File: src/logic/spims_pkg.sv
// spims_pkg: constants, mode codes and state type of the serial port.
// assumes a single 100 MHz clock that also serves as the oscillator rate.
`default_nettype none

package spims_pkg;

    // shift register width and last half-bit index per byte
    localparam int unsigned SPIMS_BYTE_BITS = 8;
    localparam logic [3:0] SPIMS_LAST_HALF = 4'hF;

    // role and rate codes in the low four control bits
    localparam logic [3:0] SPIMS_MODE_MASTER_DIV4 = 4'h0;
    localparam logic [3:0] SPIMS_MODE_MASTER_DIV16 = 4'h1;
    localparam logic [3:0] SPIMS_MODE_MASTER_DIV64 = 4'h2;
    localparam logic [3:0] SPIMS_MODE_MASTER_TMR2 = 4'h3;
    localparam logic [3:0] SPIMS_MODE_SLAVE_SEL = 4'h4;
    localparam logic [3:0] SPIMS_MODE_SLAVE_NOSEL = 4'h5;
    localparam logic [3:0] SPIMS_MODE_MASTER_RELOAD = 4'hA;

    // half bit times in clock cycles for the fixed master rates
    localparam logic [9:0] SPIMS_HALF_DIV4 = 10'h002;
    localparam logic [9:0] SPIMS_HALF_DIV16 = 10'h008;
    localparam logic [9:0] SPIMS_HALF_DIV64 = 10'h020;

    // receive stream buffer
    localparam int unsigned SPIMS_FIFO_DEPTH = 16;
    localparam int unsigned SPIMS_FIFO_WIDTH = 8;

    // reset values
    localparam logic [7:0] SPIMS_BUFFER_RESET = 8'h00;
    localparam logic [9:0] SPIMS_DIV_RESET = 10'h000;

    typedef struct packed {
        logic active;
        logic [3:0] half;
        logic [9:0] div;
        logic [7:0] shift;
        logic [7:0] buffer;
        logic samp;
        logic sdo;
        logic sck_level;
        logic sck_prev;
        logic buffer_full;
        logic write_collision_flag;
        logic irq;
    } spims_state_t;

endpackage

`default_nettype wire

File: src/logic/spims_port.sv
// spims_port: byte serial port, master or slave, with receive stream fifo.
// assumes all pins and strobes are synchronous to clock_in; the serial
// clock in slave role is sampled, so it must stay well below clock_in/4.
//
// Functional notes
// - completed byte goes to buffer, flag set
// - data write loads buffer and shifter together
// - mode, polarity, phase, edge, rate are inputs
// - enabled port owns pins, direction overrides
// - msb first; eight bits set full, flag
// - next byte may start before buffer read
// - busy write dropped, collision blocks later writes
// - buffer read clears the full flag
// - status low bits read only, top two writable
// - shifter reached only through data buffer
// - master may start a transfer any time; here a write is refused while the receive fifo is full
// - master write starts full duplex shifting
// - receive only master still delivers bytes
// - master rate: /4, /16, /64, timer, reload
// - reload value sets the baud divider
// - edge select set: data valid before edge
// - polarity sets idle level of clock
// - slave shifts on external clock edges
// - slave shifts in sleep, byte raises flag
// - overwrite enable accepts writes over unread byte
// - daisy chain slave echoes received byte
// - select low enables, high floats data out
// - port reset forces bit counter zero
// - shift on one edge, capture on other
`timescale 1ns/1ps
`default_nettype none

////////////////////////////////////////////////////////////////////////////
// stream fifo with valid and ready on both sides

module spims_fifo #(
    parameter int unsigned WIDTH = 8,
    parameter int unsigned DEPTH = 16
) (
    input wire logic clock_in,
    input wire logic resetn_in,
    input wire logic in_valid_in,
    output logic in_ready_out,
    input wire logic [WIDTH-1:0] in_data_in,
    output logic out_valid_out,
    input wire logic out_ready_in,
    output logic [WIDTH-1:0] out_data_out
);
    localparam int unsigned AW = $clog2(DEPTH);

    typedef struct packed {
        logic [AW:0] wr;
        logic [AW:0] rd;
    } spims_fifo_state_t;

    spims_fifo_state_t state_reg;
    spims_fifo_state_t state_next;
    logic [WIDTH-1:0] mem [DEPTH];
    logic full;
    logic empty;
    logic push;
    logic pop;

    assign full = (state_reg.wr[AW] != state_reg.rd[AW]) &&
                  (state_reg.wr[AW-1:0] == state_reg.rd[AW-1:0]);
    assign empty = state_reg.wr == state_reg.rd;
    assign push = in_valid_in && !full;
    assign pop = out_ready_in && !empty;
    assign in_ready_out = !full;
    assign out_valid_out = !empty;
    assign out_data_out = mem[state_reg.rd[AW-1:0]];

    always_comb begin
        state_next = state_reg;
        if (push) begin
            state_next.wr = state_reg.wr + 1'b1;
        end
        if (pop) begin
            state_next.rd = state_reg.rd + 1'b1;
        end
    end

    always_ff @(posedge clock_in) begin
        if (!resetn_in) begin
            state_reg <= '0;
        end else begin
            state_reg <= state_next;
        end
    end

    always_ff @(posedge clock_in) begin
        if (push) begin
            mem[state_reg.wr[AW-1:0]] <= in_data_in;
        end
    end
endmodule

////////////////////////////////////////////////////////////////////////////
// serial port top

module spims_port (
    input wire logic clock_in,
    input wire logic resetn_in,
    input wire logic port_enable_bit_in,
    input wire logic [3:0] port_mode_in,
    input wire logic clock_polarity_bit_in,
    input wire logic clock_edge_select_in,
    input wire logic input_sample_phase_in,
    input wire logic buffer_overwrite_enable_in,
    input wire logic [7:0] rate_reload_reg_in,
    input wire logic timer2_tick_in,
    input wire logic data_write_in,
    input wire logic [7:0] data_write_value_in,
    input wire logic data_read_in,
    input wire logic write_collision_clear_in,
    input wire logic interrupt_flag_clear_in,
    output logic [7:0] data_buffer_out,
    output logic buffer_full_flag_out,
    output logic write_collision_flag_out,
    output logic port_interrupt_flag_out,
    output logic transfer_busy_out,
    input wire logic clock_dir_input_in,
    input wire logic data_out_dir_input_in,
    input wire logic serial_clock_pin_in,
    output logic serial_clock_pin_out,
    output logic serial_clock_pin_oe_out,
    input wire logic serial_data_in_pin_in,
    output logic serial_data_out_pin_out,
    output logic serial_data_out_pin_oe_out,
    input wire logic slave_select_pin_n_in,
    output logic rx_valid_out,
    input wire logic rx_ready_in,
    output logic [7:0] rx_data_out
);
    import spims_pkg::*;

    // master role decode, used by pins, writes and the engine
    function automatic logic spims_is_master(input logic [3:0] mode);
        spims_is_master = (mode == SPIMS_MODE_MASTER_DIV4) ||
                          (mode == SPIMS_MODE_MASTER_DIV16) ||
                          (mode == SPIMS_MODE_MASTER_DIV64) ||
                          (mode == SPIMS_MODE_MASTER_TMR2) ||
                          (mode == SPIMS_MODE_MASTER_RELOAD);
    endfunction

    // half bit length for the divider-based master rates
    function automatic logic [9:0] spims_half(input logic [3:0] mode,
                                               input logic [7:0] reload);
        case (mode)
            SPIMS_MODE_MASTER_DIV16: spims_half = SPIMS_HALF_DIV16;
            SPIMS_MODE_MASTER_DIV64: spims_half = SPIMS_HALF_DIV64;
            SPIMS_MODE_MASTER_RELOAD:
                spims_half = {1'b0, reload, 1'b0} + 10'h002;
            default: spims_half = SPIMS_HALF_DIV4;
        endcase
    endfunction

    spims_state_t state_reg;
    spims_state_t state_next;

    logic master;
    logic slave_selected;
    logic busy;
    logic write_ok;
    logic tick;
    logic edge_a;
    logic edge_b;
    logic byte_done;
    logic [7:0] byte_value;
    logic fifo_in_ready;
    logic sdi_now;

    assign master = spims_is_master(port_mode_in);
    // select gating only in select-controlled slave mode
    assign slave_selected = (port_mode_in != SPIMS_MODE_SLAVE_SEL) ||
                            !slave_select_pin_n_in;
    assign busy = master ? state_reg.active : (state_reg.half != 4'h0);
    assign sdi_now = serial_data_in_pin_in;

    ////////////////////////////////////////////////////////////////////////
    // rate divider and edge events

    always_comb begin
        tick = 1'b0;
        if (master && state_reg.active) begin
            if (port_mode_in == SPIMS_MODE_MASTER_TMR2) begin
                tick = timer2_tick_in;
            end else begin
                tick = state_reg.div == 10'h001;
            end
        end
    end

    always_comb begin
        edge_a = 1'b0;
        edge_b = 1'b0;
        if (port_enable_bit_in) begin
            if (master) begin
                edge_a = tick && !state_reg.half[0];
                edge_b = tick && state_reg.half[0];
            end else if (slave_selected) begin
                // idle to active and active to idle of the external clock
                edge_a = (state_reg.sck_prev == clock_polarity_bit_in) &&
                         (serial_clock_pin_in != clock_polarity_bit_in);
                edge_b = (state_reg.sck_prev != clock_polarity_bit_in) &&
                         (serial_clock_pin_in == clock_polarity_bit_in);
            end
        end
    end

    // the byte is complete at the closing edge of the eighth bit
    assign byte_done = edge_b && (state_reg.half == SPIMS_LAST_HALF);
    assign byte_value = {state_reg.shift[6:0],
                         (clock_edge_select_in && !input_sample_phase_in) ?
                         state_reg.samp : sdi_now};

    ////////////////////////////////////////////////////////////////////////
    // software data access

    always_comb begin
        write_ok = data_write_in && port_enable_bit_in && !state_reg.write_collision_flag &&
                   !busy;
        if (master && !fifo_in_ready) begin
            write_ok = 1'b0;
        end
        if (!master && state_reg.buffer_full &&
            !buffer_overwrite_enable_in) begin
            write_ok = 1'b0;
        end
    end

    ////////////////////////////////////////////////////////////////////////
    // next state

    always_comb begin
        state_next = state_reg;
        state_next.sck_prev = serial_clock_pin_in;

        if (master && state_reg.active) begin
            if (port_mode_in == SPIMS_MODE_MASTER_TMR2) begin
                state_next.div = SPIMS_DIV_RESET;
            end else if (tick) begin
                state_next.div = spims_half(port_mode_in, rate_reload_reg_in);
            end else begin
                state_next.div = state_reg.div - 10'h001;
            end
        end

        if (edge_a) begin
            state_next.half = state_reg.half + 4'h1;
            if (clock_edge_select_in) begin
                state_next.samp = sdi_now;
            end else begin
                state_next.sdo = state_reg.shift[7];
            end
        end

        if (edge_b) begin
            state_next.half = state_reg.half + 4'h1;
            // msb leaves first, new lsb enters
            state_next.shift = byte_value;
            if (clock_edge_select_in) begin
                state_next.sdo = state_reg.shift[6];
            end
        end

        if (byte_done) begin
            state_next.half = 4'h0;
            state_next.active = 1'b0;
            state_next.buffer = byte_value;
            state_next.buffer_full = 1'b1;
            state_next.irq = 1'b1;
        end else if (data_read_in) begin
            state_next.buffer_full = 1'b0;
        end

        if (interrupt_flag_clear_in && !byte_done) begin
            state_next.irq = 1'b0;
        end

        if (data_write_in && port_enable_bit_in && !write_ok &&
            !state_reg.write_collision_flag) begin
            state_next.write_collision_flag = 1'b1;
        end else if (write_collision_clear_in) begin
            state_next.write_collision_flag = 1'b0;
        end

        if (write_ok) begin
            // one register feeds both buffer and shifter
            state_next.buffer = data_write_value_in;
            state_next.shift = data_write_value_in;
            state_next.sdo = data_write_value_in[7];
            state_next.half = 4'h0;
            if (master) begin
                state_next.active = 1'b1;
                state_next.div = spims_half(port_mode_in, rate_reload_reg_in);
            end
        end

        // master clock level follows the half index
        state_next.sck_level = clock_polarity_bit_in ^
                               (state_next.active & state_next.half[0]);

        if (!port_enable_bit_in || (!master && !slave_selected)) begin
            // port reset clears the bit position
            state_next.half = 4'h0;
            state_next.active = 1'b0;
            state_next.div = SPIMS_DIV_RESET;
            state_next.sck_level = clock_polarity_bit_in;
        end
    end

    always_ff @(posedge clock_in) begin
        if (!resetn_in) begin
            state_reg <= '0;
            state_reg.buffer <= SPIMS_BUFFER_RESET;
        end else begin
            state_reg <= state_next;
        end
    end

    ////////////////////////////////////////////////////////////////////////
    // receive stream buffer; a full fifo holds off master starts

    spims_fifo #(
        .WIDTH(SPIMS_FIFO_WIDTH),
        .DEPTH(SPIMS_FIFO_DEPTH)
    ) u_rx_fifo (
        .clock_in(clock_in),
        .resetn_in(resetn_in),
        .in_valid_in(byte_done),
        .in_ready_out(fifo_in_ready),
        .in_data_in(byte_value),
        .out_valid_out(rx_valid_out),
        .out_ready_in(rx_ready_in),
        .out_data_out(rx_data_out)
    );

    ////////////////////////////////////////////////////////////////////////
    // pins and status

    // enabled master takes the clock pin, enabled master or selected slave the data out pin, unless direction says input
    assign serial_clock_pin_out = state_reg.sck_level;
    assign serial_clock_pin_oe_out = port_enable_bit_in && master &&
                                     !clock_dir_input_in;
    assign serial_data_out_pin_out = state_reg.sdo;
    assign serial_data_out_pin_oe_out = port_enable_bit_in &&
                                        !data_out_dir_input_in &&
                                        (master || slave_selected);

    assign data_buffer_out = state_reg.buffer;
    assign buffer_full_flag_out = state_reg.buffer_full;
    assign write_collision_flag_out = state_reg.write_collision_flag;
    assign port_interrupt_flag_out = state_reg.irq;
    assign transfer_busy_out = busy;
endmodule

`default_nettype wire

File: config.mk
export PLATFORM = sky130hd
export DESIGN_NAME = spims_port
export DESIGN_NICKNAME = d
export VERILOG_FILES = /design/src/logic/spims_pkg.sv /design/src/logic/spims_port.sv
export SDC_FILE = /design/constraint.sdc
export NUM_CORES = 1
export LEC_CHECK = 0
export BUFFER_PORTS_ARGS = -buffer_cell sky130_fd_sc_hd__buf_2
export CORE_MARGIN = 1
export CORE_UTILIZATION = 54
export CTS_CLUSTER_SIZE = 30
export DETAILED_ROUTE_END_ITERATION = 10
export PLACE_DENSITY = 0.86
export SLEW_MARGIN = 20
export SYNTH_ARGS = -nofsm -noshare
export SYNTH_HDL_FRONTEND = slang
export SYNTH_SLANG_ARGS = --single-unit
File: constraint.sdc
create_clock -name clock_in -period 3 [get_ports clock_in]
set_input_delay 0.15 -clock clock_in [delete_from_list [all_inputs] [get_ports clock_in]]
set_output_delay 0.15 -clock clock_in [all_outputs]
set_load 0.01 [all_outputs]
==> metrics.csv <==
metric,value,unit
fp-row-count,44,
avgSynthCellArea,14.0,µm²
p_sw_frac,0.204,
place.gp.congestion,1.00,
synth_area_leaders,"edfxtp_1 48%, dfxtp_1 13%, mux4_2 11%, mux2i_1 2.9%, a21oi_1 1.9%",
overflow,0,
intPower,0.00435,W
drive_gt1_frac,0.259,
cts_buffers,17,
final_max_slew_viol_count,0,
regToRegSetupSlack,0.25,ns
diodes,0,
fp.coreArea,0.0146,mm²
setup_tns,0,ns
grtUsageTotal,0.261,
fill_cells,1014,
power.switching,0.00111,W
synth_cell_types,69,
end_kind,flip-flop,
ios,63,
drtAntennaViolNets,0,
via_count,5333,
hold_path.startpoint,clock_polarity_bit_in,
drc_errors,0,
finalSetupViolCount,0,
critPathKind,reg -> reg,
area_delta_synth_final,15.9,%
largest_reg_flops,128,
synthesis.area,0.00808,mm²
hold_class,in -> reg,
worst-r2r-cell-count,9,
synth_edf_count,128,
slew_headroom,0.448,
power,0.00546,W
clkTransAtPathRegs,0.06,ns
drtIter0Drc,454,
r2r_end,u_rx_fifo.mem[0][5],
synth.net_count,626,
die_w,124,µm
cts_tree,built,
layout_min_cycle_time,2.75,ns
combPwrFrac,0.044,
via_per_inst,6.26,
status,"complete, no violations",
synth-seq-cells,180,
fin_util,0.642,
synthCells,578,
r2r_start,state_reg[24],
p_leak,3.27,nW
async_reset_ff_frac,0,
die_area,0.0154,mm²
p_clk_frac,0.454,
dr.pass1.iters,5,
initial_utilization,0.554,
hold_viol_final,0,
rsz0062_at_grt,no,
clock_sinks,180,
worstPathRequired,3.14,ns
synth_flop_cell,edfxtp_1,
fmax,0.364,GHz
finClkSkew,0.00782,ns
synth.top_cell.area_share,0.476,
crit_path_start_kind,flip-flop,
clk_latency,0.43,ns
clock-root-buffer,clkbuf_16,
port_buffers,62,
grt_pass1_wl,29900,µm
cts_max_level,4,
min_to,serial_clock_pin_out,
tightest_slew,0.827,ns
dp_hpwl,13000,µm
p_per_area,584,mW/mm²
synth_top_cell_by_area,edfxtp_1,
yosysSeqAreaShare,0.605,
grt_antenna_before_repair,1,
final_nets,703,
routed_wl,19100,µm
grt_max_degree,34,
power_frac_seq,0.503,
synth_warnings,0,
avgRoutedWirePerCell,22.5,µm
arrival,2.89,ns
worstPathMaxFanout,8,
vdd_drop_max,494,µV
grt_pass1_vias,5315,
holdPathStages,3,
clock_path_buffers,2,
die_h,124,µm
maxCapViolations,0,
layout_worst_path_cycle_share,0.917,
cells in the mapped netlist, types with 4 or more instances:
master      n
nand2b_1   11
buf_2       8
xor2_1     12
mux4_2     40
a21oi_1    30
mux2i_1    23
edfxtp_1  128
nor2b_1    12
a31oi_1     5
and2_1      9
inv_1       9
nand3_1    16
o21ai_0    22
buf_4      10
a21boi_0    4
and3_1      5
nand4_1     5
ha_1       10
dfxtp_1    52
nor3_1     16
o21a_1      4
xnor2_1     6
a211oi_1    5
nor2_1     32
nand2_1    29
clkbuf_1   12
area by class of cell:
cell class | instances | area (µm²) | area share
Sequential cell | 180 | 4890 | 0.522
Multi-Input combinational cell | 355 | 2990 | 0.319
Timing Repair Buffer | 92 | 561 | 0.0599
Clock buffer | 18 | 429 | 0.0459
Clock inverter | 14 | 231 | 0.0247
Tap cell | 184 | 230 | 0.0246
Inverter | 9 | 33.8 | 0.00361
power groups by stage:
stage / registers [W] / logic [W] / clock network [W]
after detailed placement: 0.00280 / 0.000230 / 0
after global placement: 0.00280 / 0.000222 / 0
final: 0.00274 / 0.000239 / 0.00248
after global routing: 0.00275 / 0.000261 / 0.00260
after floorplan: 0.00278 / 0.000151 / 0
after CTS: 0.00275 / 0.000236 / 0.00249
metrics by stage:
step / std cells / setup WS [ns] / hold WS, ns / instance area (µm²)
finish: 852 / 0.249 / 0.0217 / 9360
global route: 852 / 0.00547 / 0.0308 / 9360
CTS: 852 / 0.0839 / 0.00422 / 9350
detailed placement: 815 / 0.0863 / 0.409 / 8640
global placement: 815 / 0.376 / 0.414 / 8640
floorplan: 578 / 0.177 / 0.272 / 8080
routing by layer:
layer,vias up,part of all wire,track usage
li1,2394,-,-
met4,2,0.026,0.105
met2,289,0.52,0.447
met5,-,0.00068,0
met3,35,0.067,0.0558
met1,2613,0.39,0.322
kinds of logic (layout without fill, tap and decap cells):
family,Yosys count,count (layout),synth area share
AOI/OAI and AO/OA,108,108,0.0912
xor gates and xnor gates,18,18,0.0195
adders and majority gates,10,10,0.0155
buffers and inverters,43,133,0.0260
DFF,180,180,0.605
muxes,64,64,0.141
and+or+nand+nor,155,155,0.101
worst max-delay path by stage:
stage | start | to | slack (ns) | depth (start not counted)
floorplan | state_reg[24] | u_rx_fifo.mem[3][0] | 0.18 | 9
CTS | state_reg[24] | u_rx_fifo.mem[0][7] | 0.08 | 9
finish | state_reg[24] | u_rx_fifo.mem[0][5] | 0.25 | 9
global placement | state_reg[24] | u_rx_fifo.mem[3][7] | 0.38 | 9
detailed placement | state_reg[24] | u_rx_fifo.mem[0][4] | 0.09 | 9
global route | state_reg[24] | u_rx_fifo.mem[0][1] | 0.005 | 9
timing repair:
action,4_1_cts,5_1_grt
endpoints found under the setup margin,0,128
endpoints found under the hold margin,5,0
gates resized for setup,0,1
setup buffers,0,0
hold buffers,5,0
critical path, cell delays in order (launching register included):
cell	delay (ns)
dfxtp_1	0.32
inv_1	0.09
ha_1	0.16
nor4b_2	0.30
nand4b_1	0.30
a21oi_2	0.21
and4_1	0.38
nand2_1	0.21
nor3_1	0.25
buf_4	0.23
placed cells by master (no fill, tap or decap), drive strengths merged, types with 5 or more instances in the layout:
cell type    Yosys  final
a211oi           7      7
a21boi           5      5
a21oi           31     31
a31oi            5      5
and2             9      9
and3             5      5
buf             21     87
bufinv           0      6
clkbuf          13     18
clkinv           0      5
dfxtp           52     52
dlygate4sd3      0      5
edfxtp         128    128
ha              10     10
inv              9     11
mux2i           23     23
mux4            40     40
nand2           30     30
nand2b          11     11
nand3           17     17
nand4            5      5
nor2            32     32
nor2b           12     12
nor3            16     16
o21ai           23     23
xnor2            6      6
xor2            12     12
No activity file was read; power rests on OpenSTA's default activity.
